## config.mk

```make
export PLATFORM = sky130hd
export DESIGN_NAME = tte_exception_unit
export DESIGN_NICKNAME = d
export VERILOG_FILES = /design/src/tte_pkg.sv /design/src/tte_prio.sv /design/src/tte_assist.sv /design/src/tte_exception_unit.sv
export SDC_FILE = /design/constraint.sdc
export NUM_CORES = 1
export LEC_CHECK = 0
export ABC_CLOCK_PERIOD_IN_PS = 4300
export BUFFER_PORTS_ARGS = -buffer_cell sky130_fd_sc_hd__buf_2
export CAP_MARGIN = 20
export CORE_UTILIZATION = 50
export CTS_CLUSTER_DIAMETER = 200
export CTS_CLUSTER_SIZE = 12
export DETAILED_ROUTE_END_ITERATION = 8
export PLACE_DENSITY = 0.77
export SYNTH_ARGS = -nofsm -noshare
export SYNTH_HDL_FRONTEND = slang
export SYNTH_SLANG_ARGS = --single-unit
```

## constraint.sdc

```tcl
create_clock -name sys_clk -period 4.3 [get_ports sys_clk]
set_clock_uncertainty 0.2 [all_clocks]
set_input_delay 1.29 -clock sys_clk [delete_from_list [all_inputs] [get_ports sys_clk]]
set_output_delay 1.29 -clock sys_clk [all_outputs]
set_load 0.03 [all_outputs]
```

## src/tte_pkg.sv

```systemverilog
// constants, cause codes and helpers shared by the tlb trap exception unit
package tte_pkg;

   // ******************************************************
   // register byte offsets
   // ******************************************************
   localparam logic [5:0] OFF_MSR   = 6'h00;
   localparam logic [5:0] OFF_SAVE_RESTORE_ADDRESS  = 6'h04;
   localparam logic [5:0] OFF_SAVE_RESTORE_STATUS  = 6'h08;
   localparam logic [5:0] OFF_MAR   = 6'h0c;
   localparam logic [5:0] OFF_MISS_STATUS_REGISTER  = 6'h10;
   localparam logic [5:0] OFF_CMP   = 6'h14;
   localparam logic [5:0] OFF_PRIMARY_HASH_ASSIST = 6'h18;
   localparam logic [5:0] OFF_SECONDARY_HASH_ASSIST = 6'h1c;
   localparam logic [5:0] OFF_LRUA  = 6'h20;
   localparam logic [5:0] OFF_LRUB  = 6'h24;
   localparam logic [5:0] OFF_FIELD = 6'h28;
   localparam logic [5:0] OFF_CAUSE = 6'h2c;

   // ******************************************************
   // field positions (bit 0 is the msb, index = 31 - bit)
   // ******************************************************
   localparam int unsigned MSR_IR_POS     = 31 - 26;
   localparam int unsigned MSR_DR_POS     = 31 - 27;
   localparam int unsigned MSR_EE_POS     = 31 - 16;
   localparam int unsigned MSR_PR_POS     = 31 - 17;
   localparam int unsigned MSR_INVBLK_POS = 31 - 14;
   localparam int unsigned MSR_TW_POS     = 31 - 13;
   localparam int unsigned SAVE_RESTORE_STATUS_BRK_POS   = 31 - 11;
   localparam int unsigned MISS_STATUS_REGISTER_DATA_POS  = 31 - 1;
   localparam int unsigned MISS_STATUS_REGISTER_FETCH_POS = 31 - 2;
   localparam int unsigned MISS_STATUS_REGISTER_PROT_POS  = 31 - 4;
   localparam int unsigned MISS_STATUS_REGISTER_STORE_POS = 31 - 6;
   localparam int unsigned MISS_STATUS_REGISTER_ELEM_LSB  = 31 - 8;

   // ******************************************************
   // save/restore status masks and reset values
   // ******************************************************
   localparam logic [31:0] SAVE_RESTORE_STATUS_TRACE_CLR = 32'h783f_0000;
   localparam logic [31:0] SAVE_RESTORE_STATUS_TLB_CLR   = 32'hf83f_0000;
   localparam logic [31:0] MSR_RESET      = 32'h0000_0000;
   localparam logic [31:0] REG_RESET      = 32'h0000_0000;

   // ******************************************************
   // vector offsets
   // ******************************************************
   localparam logic [15:0] VEC_DSI    = 16'h0300;
   localparam logic [15:0] VEC_ISI    = 16'h0400;
   localparam logic [15:0] VEC_ALIGN  = 16'h0600;
   localparam logic [15:0] VEC_TRACE  = 16'h0d00;
   localparam logic [15:0] VEC_TMISS  = 16'h1000;
   localparam logic [15:0] VEC_TSTORE = 16'h1100;

   // order of the causes is the priority, highest first
   typedef enum logic [3:0] {
      CS_NONE, CS_STEP, CS_ITLB, CS_ISI, CS_IBRK,
      CS_ALIGN, CS_DTLB, CS_TSTORE, CS_DSI, CS_DBRK
   } tte_cause_e;

   localparam int unsigned NUM_CAUSE = 9;

   function automatic logic [15:0] vecOf(input tte_cause_e c);
      case (c)
         CS_STEP, CS_IBRK:  vecOf = VEC_TRACE;
         CS_ITLB, CS_DTLB:  vecOf = VEC_TMISS;
         CS_TSTORE:         vecOf = VEC_TSTORE;
         CS_ISI:            vecOf = VEC_ISI;
         CS_ALIGN:          vecOf = VEC_ALIGN;
         CS_DSI, CS_DBRK:   vecOf = VEC_DSI;
         default:           vecOf = 16'h0000;
      endcase
   endfunction : vecOf

endpackage : tte_pkg

```

## src/tte_prio.sv

```systemverilog
// fixed priority picker over pending exception causes
`timescale 1ns/1ps
module tte_prio #(
   parameter int unsigned N = 9
) (
   input  wire logic [N-1:0] req,
   output logic      [3:0]   pick
);

   // lowest request index wins; index i maps to cause i+1
   always_comb begin
      pick = 4'h0;
      for (int i = N - 1; i >= 0; i--) begin
         if (req[i]) begin
            pick = 4'(i + 1);
         end
      end
   end

endmodule : tte_prio

```

## src/tte_assist.sv

```systemverilog
// compare, hash and entry selection values derived from miss registers
`timescale 1ns/1ps
module tte_assist (
   input  wire logic        sys_clk,
   input  wire logic        reset_n,
   input  wire logic [31:0] missAddr,
   input  wire logic [31:0] missStat,
   output logic      [31:0] cmpVal,
   output logic      [31:0] hash1Val,
   output logic      [31:0] hash2Val,
   output logic      [31:0] lruAVal,
   output logic      [31:0] lruBVal,
   output logic      [31:0] fieldVal
);

   typedef struct packed {
      logic [31:0] cmp;
      logic [31:0] h1;
      logic [31:0] h2;
      logic [31:0] lruA;
      logic [31:0] lruB;
      logic [31:0] fld;
   } tte_assist_s;

   tte_assist_s s_q;
   tte_assist_s s_d;

   // recomputed every cycle, so any change of the miss registers shows
   // one cycle later without extra change detection
   always_comb begin
      s_d      = s_q;
      s_d.cmp  = {missAddr[31:12], 12'h000};
      s_d.h1   = {20'h00000, missAddr[19:12] ^ missAddr[27:20], 4'h0};
      s_d.h2   = ~s_d.h1 & 32'h0000_0ff0;
      s_d.lruA = {27'h0000000, missAddr[16:12]};
      s_d.lruB = {25'h0000000, missAddr[16:12],
                  missStat[tte_pkg::MISS_STATUS_REGISTER_ELEM_LSB +: 2]};
      s_d.fld  = {s_d.lruB[6:0], missAddr[31:12], 5'h00};
   end

   always_ff @(posedge sys_clk or negedge reset_n) begin
      if (!reset_n) begin
         s_q <= '0;
      end else begin
         s_q <= s_d;
      end
   end

   assign cmpVal   = s_q.cmp;
   assign hash1Val = s_q.h1;
   assign hash2Val = s_q.h2;
   assign lruAVal  = s_q.lruA;
   assign lruBVal  = s_q.lruB;
   assign fieldVal = s_q.fld;

endmodule : tte_assist

```

## src/tte_exception_unit.sv

```systemverilog
// tlb trap and trace exception unit with its save and miss registers
//
// Functional notes
// - an instruction address breakpoint raises a trace interrupt too.
// - trace clears status bits 1:4, 10, 12:15; rest copied from machine state.
// - trace status bit 11 is 1 for breakpoint, 0 for step or branch.
// - no floating-point assist interrupt is ever raised.
// - tlb miss vectors to 0x1000.
// - miss when relocation on and neither block translation nor tlb hits.
// - tlb miss or store trap sets machine state bit 14.
// - tlb miss or store trap sets the trap walk bit.
// - tlb traps load save address with the faulting instruction address.
// - miss captures the failing fetch or data address.
// - miss status: bit1 data, bit2 fetch, bit6 store, others zero.
// - store trap on relocated store, valid entry, protection ok, clean.
// - tlb store trap vectors to 0x1100.
// - store trap captures the store's data address.
// - store status: bits 4 and 6 set, 7:8 element, others zero.
// - miss register changes recompute compare, hash and entry selection.
// - alignment over data miss over store trap over data storage.
// - fetch tlb miss over instruction storage for the same fetch.
// - breakpoint trace ranks below instruction storage.
// - step or branch trace comes before next instruction's breakpoint.
// - data address breakpoint is the lowest data storage cause.
`timescale 1ns/1ps
module tte_exception_unit (
   input  wire logic        sys_clk,
   input  wire logic        reset_n,
   // pipeline report, one instruction per valid cycle
   input  wire logic        evValid,
   input  wire logic [31:0] instEa,
   input  wire logic [31:0] dataEa,
   input  wire logic [3:0]  condField0,
   input  wire logic        stepTrace,
   input  wire logic        branchTrace,
   input  wire logic        iabrHit,
   input  wire logic        fetchAccess,
   input  wire logic        ibatHit,
   input  wire logic        itlbHit,
   input  wire logic        isiFault,
   input  wire logic        alignFault,
   input  wire logic        dataAccess,
   input  wire logic        dataStore,
   input  wire logic        dbatHit,
   input  wire logic        dtlbHit,
   input  wire logic        protOk,
   input  wire logic        changedBit,
   input  wire logic [1:0]  tlbElement,
   input  wire logic        dsiFault,
   input  wire logic        dabrHit,
   // trap outcome
   output logic             trapTaken,
   output logic      [15:0] trapVector,
   output logic      [3:0]  trapCause,
   output logic      [31:0] machineState,
   // avalon-mm slave
   input  wire logic [5:0]  avs_address,
   input  wire logic        avs_read,
   input  wire logic        avs_write,
   input  wire logic [31:0] avs_writedata,
   input  wire logic [3:0]  avs_byteenable,
   output logic      [31:0] avs_readdata,
   output logic             avs_waitrequest
);

   // ******************************************************
   // state
   // ******************************************************
   typedef struct packed {
      logic [31:0] machine_state_register;
      logic [31:0] save_restore_address;
      logic [31:0] save_restore_status;
      logic [31:0] miss_address_register;
      logic [31:0] miss_status_register;
      logic [31:0] rdata;
      logic        waitReq;
      logic        taken;
      logic [15:0] vec;
      logic [3:0]  cause;
   } tte_core_s;

   tte_core_s s_q;
   tte_core_s s_d;

   logic [31:0] cmpVal;
   logic [31:0] hash1Val;
   logic [31:0] hash2Val;
   logic [31:0] lruAVal;
   logic [31:0] lruBVal;
   logic [31:0] fieldVal;
   logic [tte_pkg::NUM_CAUSE-1:0] req;
   logic [3:0]  pick;
   tte_pkg::tte_cause_e sel;
   logic        relocI;
   logic        relocD;
   logic        itlbMiss;
   logic        dtlbMiss;
   logic        tlbStore;

   // ******************************************************
   // helpers
   // ******************************************************
   function automatic logic [31:0] mergeBe(input logic [31:0] old,
                                           input logic [31:0] wd,
                                           input logic [3:0]  be);
      logic [31:0] r;
      r = old;
      for (int b = 0; b < 4; b++) begin
         if (be[b]) begin
            r[b*8 +: 8] = wd[b*8 +: 8];
         end
      end
      return r;
   endfunction : mergeBe

   // ******************************************************
   // cause detection
   // ******************************************************
   assign relocI = s_q.machine_state_register[tte_pkg::MSR_IR_POS];
   assign relocD = s_q.machine_state_register[tte_pkg::MSR_DR_POS];

   assign itlbMiss = fetchAccess && relocI && !ibatHit && !itlbHit;
   assign dtlbMiss = dataAccess && relocD && !dbatHit && !dtlbHit;
   assign tlbStore = dataAccess && dataStore && relocD && dtlbHit
                     && protOk && !changedBit;

   // bit order follows the cause enum, highest priority in bit 0;
   // no floating-point assist source exists in the list at all
   always_comb begin
      req    = '0;
      req[0] = stepTrace || branchTrace;
      req[1] = itlbMiss;
      req[2] = isiFault;
      req[3] = iabrHit;
      req[4] = alignFault;
      req[5] = dtlbMiss;
      req[6] = tlbStore;
      req[7] = dsiFault;
      req[8] = dabrHit;
   end

   tte_prio #(
      .N(tte_pkg::NUM_CAUSE)
   ) u_prio (
      .req  (req),
      .pick (pick)
   );

   assign sel = tte_pkg::tte_cause_e'(pick);

   tte_assist u_assist (
      .sys_clk  (sys_clk),
      .reset_n  (reset_n),
      .missAddr (s_q.miss_address_register),
      .missStat (s_q.miss_status_register),
      .cmpVal   (cmpVal),
      .hash1Val (hash1Val),
      .hash2Val (hash2Val),
      .lruAVal  (lruAVal),
      .lruBVal  (lruBVal),
      .fieldVal (fieldVal)
   );

   // ******************************************************
   // next state
   // ******************************************************
   always_comb begin
      logic [31:0] baseMsr;
      s_d       = s_q;
      s_d.taken = 1'b0;
      s_d.waitReq = 1'b1;
      baseMsr   = s_q.machine_state_register;

      // bus: one wait cycle, then answer; write lands on the answer edge
      if ((avs_read || avs_write) && s_q.waitReq) begin
         s_d.waitReq = 1'b0;
         case (avs_address)
            tte_pkg::OFF_MSR:   s_d.rdata = s_q.machine_state_register;
            tte_pkg::OFF_SAVE_RESTORE_ADDRESS:  s_d.rdata = s_q.save_restore_address;
            tte_pkg::OFF_SAVE_RESTORE_STATUS:  s_d.rdata = s_q.save_restore_status;
            tte_pkg::OFF_MAR:   s_d.rdata = s_q.miss_address_register;
            tte_pkg::OFF_MISS_STATUS_REGISTER:  s_d.rdata = s_q.miss_status_register;
            tte_pkg::OFF_CMP:   s_d.rdata = cmpVal;
            tte_pkg::OFF_PRIMARY_HASH_ASSIST: s_d.rdata = hash1Val;
            tte_pkg::OFF_SECONDARY_HASH_ASSIST: s_d.rdata = hash2Val;
            tte_pkg::OFF_LRUA:  s_d.rdata = lruAVal;
            tte_pkg::OFF_LRUB:  s_d.rdata = lruBVal;
            tte_pkg::OFF_FIELD: s_d.rdata = fieldVal;
            tte_pkg::OFF_CAUSE: s_d.rdata = {12'h000, s_q.vec, s_q.cause};
            default:            s_d.rdata = 32'h0000_0000;
         endcase
      end
      if (avs_write && !s_q.waitReq) begin
         case (avs_address)
            tte_pkg::OFF_MSR:
               s_d.machine_state_register = mergeBe(s_q.machine_state_register, avs_writedata, avs_byteenable);
            tte_pkg::OFF_SAVE_RESTORE_ADDRESS:
               s_d.save_restore_address = mergeBe(s_q.save_restore_address, avs_writedata, avs_byteenable);
            tte_pkg::OFF_SAVE_RESTORE_STATUS:
               s_d.save_restore_status = mergeBe(s_q.save_restore_status, avs_writedata, avs_byteenable);
            tte_pkg::OFF_MAR:
               s_d.miss_address_register = mergeBe(s_q.miss_address_register, avs_writedata, avs_byteenable);
            tte_pkg::OFF_MISS_STATUS_REGISTER:
               s_d.miss_status_register = mergeBe(s_q.miss_status_register, avs_writedata, avs_byteenable);
            default: begin
            end
         endcase
      end

      // a trap in the same cycle as a bus write wins over it, except a miss register write on a trap that is not a tlb trap
      if (evValid && sel != tte_pkg::CS_NONE) begin
         s_d.taken = 1'b1;
         s_d.cause = pick;
         s_d.vec   = tte_pkg::vecOf(sel);
         s_d.save_restore_address  = instEa;
         baseMsr[tte_pkg::MSR_IR_POS] = 1'b0;
         baseMsr[tte_pkg::MSR_DR_POS] = 1'b0;
         baseMsr[tte_pkg::MSR_EE_POS] = 1'b0;
         baseMsr[tte_pkg::MSR_PR_POS] = 1'b0;
         s_d.machine_state_register = baseMsr;
         case (sel)
            tte_pkg::CS_STEP, tte_pkg::CS_IBRK: begin
               s_d.save_restore_status = s_q.machine_state_register & ~tte_pkg::SAVE_RESTORE_STATUS_TRACE_CLR;
               s_d.save_restore_status[tte_pkg::SAVE_RESTORE_STATUS_BRK_POS] = (sel == tte_pkg::CS_IBRK);
            end
            tte_pkg::CS_ITLB, tte_pkg::CS_DTLB: begin
               s_d.save_restore_status = (s_q.machine_state_register & ~tte_pkg::SAVE_RESTORE_STATUS_TLB_CLR)
                          | {condField0, 28'h0000000};
               s_d.machine_state_register[tte_pkg::MSR_INVBLK_POS] = 1'b1;
               s_d.machine_state_register[tte_pkg::MSR_TW_POS]     = 1'b1;
               s_d.miss_address_register  = (sel == tte_pkg::CS_ITLB) ? instEa : dataEa;
               s_d.miss_status_register = '0;
               s_d.miss_status_register[tte_pkg::MISS_STATUS_REGISTER_DATA_POS]  = (sel == tte_pkg::CS_DTLB);
               s_d.miss_status_register[tte_pkg::MISS_STATUS_REGISTER_FETCH_POS] = (sel == tte_pkg::CS_ITLB);
               s_d.miss_status_register[tte_pkg::MISS_STATUS_REGISTER_STORE_POS] =
                  (sel == tte_pkg::CS_DTLB) && dataStore;
            end
            tte_pkg::CS_TSTORE: begin
               s_d.save_restore_status = (s_q.machine_state_register & ~tte_pkg::SAVE_RESTORE_STATUS_TLB_CLR)
                          | {condField0, 28'h0000000};
               s_d.machine_state_register[tte_pkg::MSR_INVBLK_POS] = 1'b1;
               s_d.machine_state_register[tte_pkg::MSR_TW_POS]     = 1'b1;
               s_d.miss_address_register  = dataEa;
               s_d.miss_status_register = '0;
               s_d.miss_status_register[tte_pkg::MISS_STATUS_REGISTER_PROT_POS]  = 1'b1;
               s_d.miss_status_register[tte_pkg::MISS_STATUS_REGISTER_STORE_POS] = 1'b1;
               s_d.miss_status_register[tte_pkg::MISS_STATUS_REGISTER_ELEM_LSB +: 2] = tlbElement;
            end
            default: begin
               // architectural causes: cause bits left clear for the owner
               s_d.save_restore_status = s_q.machine_state_register & ~tte_pkg::SAVE_RESTORE_STATUS_TRACE_CLR;
            end
         endcase
      end
   end

   // ******************************************************
   // registers
   // ******************************************************
   always_ff @(posedge sys_clk or negedge reset_n) begin
      if (!reset_n) begin
         s_q         <= '0;
         s_q.machine_state_register     <= tte_pkg::MSR_RESET;
         s_q.save_restore_address    <= tte_pkg::REG_RESET;
         s_q.save_restore_status    <= tte_pkg::REG_RESET;
         s_q.miss_address_register     <= tte_pkg::REG_RESET;
         s_q.miss_status_register    <= tte_pkg::REG_RESET;
         s_q.waitReq <= 1'b1;
      end else begin
         s_q <= s_d;
      end
   end

   assign trapTaken       = s_q.taken;
   assign trapVector      = s_q.vec;
   assign trapCause       = s_q.cause;
   assign machineState    = s_q.machine_state_register;
   assign avs_readdata    = s_q.rdata;
   assign avs_waitrequest = s_q.waitReq;

endmodule : tte_exception_unit

```

# Word level (Yosys, flattened, before mapping)
# Memory sizes are Yosys's and may differ from the RTL's.
# Cells that the tools add are included.
# word_totals
memories	1
in_bits	133
reg_bits	289
rom_bits	80
# op_classes
n_reduce_logical	51
n_eq_ne	17
muxes	38
bitwise_logic	4
# memory_table
name	depth	width	read_ports	rd_clocked_by_memory_dff	write_ports	line	text
(name not given)	16	5	1	0	0	tte_pkg.sv:63	case (c)
# op_table
operator	count
$pmux W32 S12	1
$mux W147	2
$mux W32	5
$pmux W64 S2	1
$mux W8	14
$pmux W32 S2	1
$mux W4	9
$or A27 B32 Y32	1
$reduce_and A3 Y1	10
$eq A6 B5 Y1 const B	4
$eq A6 B6 Y1 const B	4
$mux W21	1
$reduce_and A4 Y1	5
$mux W19	1
$reduce_bool A2 Y1	8
$logic_and A1 B1 Y1	15
$eq A4 B3 Y1 const B	3
$eq A6 B4 Y1 const B	2
$not A12 Y12	1
$xor A8 B8 Y8	1
$eq A6 B3 Y1 const B	1
$logic_not A1 Y1	6
$logic_not A6 Y1	1
$eq A4 B1 Y1 const B	1
10 further kinds	12

# Longest topological paths before layout
# depth
ltp_word	16
depth_mapped	14
depth_no_buf	11

# Cells and area by module
# A second synthesis with hierarchy kept.
# hier_totals
hier_cells	1460
area_unflattened_um2	14401.3
# modules_own_cells
mod	area_each_um2	cells_each	seq_area_each_um2	instances
tte_exception_unit	12059.1	1237	5081.1	1
tte_assist	2250.9	209	950.9	1
tte_prio	91.3	14	0.0	1

# Least setup slack after synthesis
# Ideal clock, no wire load.
# synth_timing
path_kind	input port to flip-flop
start	input ibatHit
end	register s_q[90] (netlist bit)
n_path_buf	1
t_arrival_ns	3.750
slack_ns	0.268
path_stages	10
setup_time_ns	0.083
path_cell_list	or4bb_1 -> a211oi_1 -> o31ai_1 -> inv_1 -> ha_1 -> nor2_1 -> a2111oi_1 -> clkbuf_1 -> a22oi_1 -> o21ai_0
# synth_lines
item	line	text
start: declaration	tte_exception_unit.sv:38	input wire logic ibatHit,
end: declaration	tte_exception_unit.sv:82	tte_core_s s_q;

# Worst setup path in the final report
# layout_timing
start	input dtlbHit
end	register s_q, in the netlist machineState[3]
# layout_via
elab_chain_cells	14
word_cells_on_any_way	16
classes_between	7 x mux; 1 x bitwise; 8 x reduce/logical
# layout_rtl
item	line	text
start: declaration	tte_exception_unit.sv:45	input wire logic dtlbHit,
$logic_and A1 B1 Y1	tte_exception_unit.sv:124	assign tlbStore = dataAccess && dataStore && relocD && dtlbHit
$logic_and A1 B1 Y1 (2 in a row)	tte_exception_unit.sv:125	&& protOk && !changedBit;
$mux W4	tte_prio.sv:14	if (req[i]) begin
$mux W4 * (6 in a row)	tte_prio.sv:14	
net pick[0]	tte_exception_unit.sv:92	logic [3:0] pick;
$reduce_bool A4 Y1 *	tte_exception_unit.sv:211	if (evValid && sel != tte_pkg::CS_NONE) begin
$logic_and A1 B1 Y1 *	tte_exception_unit.sv:211	
$not A1 Y1 (no source line) *	n/a	
$reduce_and A4 Y1 (no source line) *	n/a	
# The timed path passes the listed nets; every way through them passes the cells marked *.
# A chain may end at the register's enable or synchronous reset.

==> flow_summary.yaml <==
run_status:
  status: "finished clean"
setup_path:
  path_depth: 12
  path_class: "in2reg"
  worstPathMaxFanout: 7
  slowest_stage: "or4bb_1"
  path_cells: "buf_2, or4bb_1, a221oi_1, o31ai_1, inv_1, ha_1, nor2b_1, a21oi_4, inv_2, buf_4, or2_1, mux2_4"
  cp.arrival_ps: 4000
  worst_ep_required_time_ps: 4510
  cpLargestDelayFamily: "simple AND/OR/NAND/NOR gates"
  path_buf_inv: 4
  r2r_cells: 11
  slowest_delay_ps: 500
  crit_path_start_kind: "input pin"
  endpoint_kind: "register"
synth:
  synthDistinctLibCells: 66
  synth_mux_area_share_pct: 17.4
  synth_xor_area_share_pct: 0.551
  synth-simple-area-share_pct: 8.53
  synthAdderAreaFrac_pct: 0.393
  post_synth.cell_area_avg_um2: 10.9
  synth_edf_count: 0
  synth_top_family_by_area: "compound AO/OA/AOI/OAI gates"
  netlist_area_mm2: 0.0127
  synth_compound_area_share_pct: 17.5
  synth-async-reset-ratio_pct: 100
  ys_seq_area_share_pct: 47.4
  ys.flop_type: "dfrtp_1"
  yosysWarnings: 0
  synth-seq-cells: 241
  synth_cells: 1166
global_route:
  grt_max_degree: 76
  grt_pass1_vias: 10204
  antenna_found_initial: 0
  grt_pass1_wl_um: 60800
  grt-ovfl-total: 0
  grt.total_usage_pct: 30.7
route:
  vias: 10485
  wl_per_cell_um: 24.6
  ant_nets: 0
  drtIter0Drc: 1302
  viasPerCell: 6.38
  firstDrtPassIters: 8
  drc: 0
  routed_wl_um: 40400
cts:
  cts_sinks: 241
  ctsResizeCount: 0
  ctsHoldBuffers: 0
  clkLatencyLatePin_ps: 520
  cts_setup_buffers: 0
  path_clk_slew_ps: 60
  cts_buffer_depth: 3
  cts_made_buffers: 24
  htree_levels: 1
  root_buffer: "clkbuf_16"
  cts_tree: "yes"
sta:
  final.setup.tns_ps: 0
  maxSlewViolCount: 0
  hold_violations: 0
  grt_setup_unrepaired: "no"
  worst_pin_slew_ps: 752
  setup_viol: 0
  maxSlewHeadroom_pct: 49.5
  clock.fmax_mhz: 264
  fin_crit_ps: 3790
  finalWorstSetupSlack_ps: 513
  fin_crit_sh_pct: 88.1
power_and_ir_drop:
  power.leakage_nw: 7.12
  pwr-share-clk_pct: 34.7
  p_int_w: 0.00393
  swShare_pct: 28.9
  combPwrFrac_pct: 14.7
  ir_drop_v: 0.000241
  p_per_area_mw_per_mm2: 381
  p_switching_w: 0.00160
  p_seq_share_pct: 50.6
hold_path:
  hold_class: "reg2reg"
  holdPathStages: 0
final_layout:
  final_area_mm2: 0.0145
  nets: 1441
  drive_gt1_share_pct: 30.3
  final_common_cell: "dfrtp_1"
  antenna_cells: 0
  final_cell_mix: "dfrtp_1, buf_2, mux2i_1, mux2_2, o21ai_0"
  syn2layout_area_growth_pct: 14.2
  utilization_pct: 58.0
  fin_cells: 1643
placement:
  numPortBuffers: 207
  place_congestion: 0.957
  pre_cts_ws_ps: 9.67
  numPlacedInstances: 1608
  placed_cell_area_mm2: 0.0139
  dp_hpwl_um: 28700
die:
  fp-row-count: 58
  pin_count: 219
  die_w_um: 162
  die_h_um: 162
  die_area_mm2: 0.0261
  coreArea_mm2: 0.0250
  start_util_pct: 50.8
job:
  drv_cap: 0
-- synth_stat cells (29+ instances only) --
library cell / number / share of area, %
a21oi_1: 29 / 1.1
a22o_1: 38 / 2.6
a22oi_1: 62 / 3.7
buf_4: 84 / 5.0
clkbuf_1: 51 / 1.5
dfrtp_1: 240 / 47
mux2_2: 73 / 6.5
mux2i_1: 112 / 8.8
nand2_1: 65 / 1.9
nand3_1: 29 / 1.1
nor2_1: 59 / 1.7
o21ai_0: 71 / 2.8
-- flip-flops by register name, summed over array words and instances (netlist names) --
| signal | count |
|---|---|
| avs_readdata | 32 |
| avs_waitrequest | 1 |
| machineState | 32 |
| s_q | 128 |
| trapCause | 4 |
| trapTaken | 1 |
| trapVector | 5 |
| u_assist.fieldVal | 16 |
| u_assist.hash1Val | 8 |
| u_assist.hash2Val | 8 |
| u_assist.lruBVal | 6 |
-- power by group through the flow --
| stage | Combinational [W] | Clock, W | Sequential (W) |
|---|---|---|---|
| after floorplan | 0.000521 | 0 | 0.00271 |
| after global placement | 0.000778 | 0 | 0.00280 |
| after detailed placement | 0.000798 | 0 | 0.00281 |
| after CTS | 0.000806 | 0.00193 | 0.00278 |
| after global routing | 0.000877 | 0.00202 | 0.00280 |
| final | 0.000814 | 0.00192 | 0.00280 |
-- kinds of logic after synthesis --
kind of cell / Yosys count
AOI/OAI and AO/OA: 310
DFF: 241
and+or+nand+nor: 221
muxes: 201
buffers and inverters: 180
xor gates and xnor gates: 8
adders and majority gates: 4
other: 1
-- worst paths after layout --
kind	end	from	slack (ps)
max	machineState[3]	dtlbHit	510
min	u_assist.fieldVal[23]	s_q[116]	210
max reg2reg	machineState[3]	machineState[4]	880
min reg2reg	u_assist.fieldVal[23]	s_q[116]	210
max in group asynchronous	s_q[131]	reset_n	2420
min in group asynchronous	avs_readdata[29]	reset_n	530
-- per-stage QoR --
stage / hold slack (ps) / total power (W)
after floorplan: 167 / 0.00323
after global placement: 185 / 0.00358
after detailed placement: 195 / 0.00361
after CTS: 211 / 0.00551
after global routing: 222 / 0.00570
final: 208 / 0.00553
-- final cells by class --
class	count	area, um^2
clock buffers	34	659
clock inverters	1	11.3
fillers	2123	10500
inverters	18	67.6
multi-input cells	755	5740
flip-flops and latches	241	6030
well taps	330	413
repair buffers	264	1600
-- per-layer routing --
metal / global-route usage [%] / vias to the layer above / share of wire (%)
li1: - / 4493 / -
met3: 6.68 / 115 / 10
met1: 42.6 / 5216 / 41
met4: 12.0 / 0 / 4.0
met5: 0 / - / 0
met2: 47.1 / 661 / 45
-- worst register-to-register path: cells and delay by family (launching register included) --
kind,cells,cell delay (ps)
AND/OR/NAND/NOR,3,950
AO/OA/AOI/OAI,3,630
adder cells (fa/ha/maj),1,250
buffers and inverters,3,370
multiplexers,1,360
flip-flops,1,560
(Power assumes the default switching activity.)
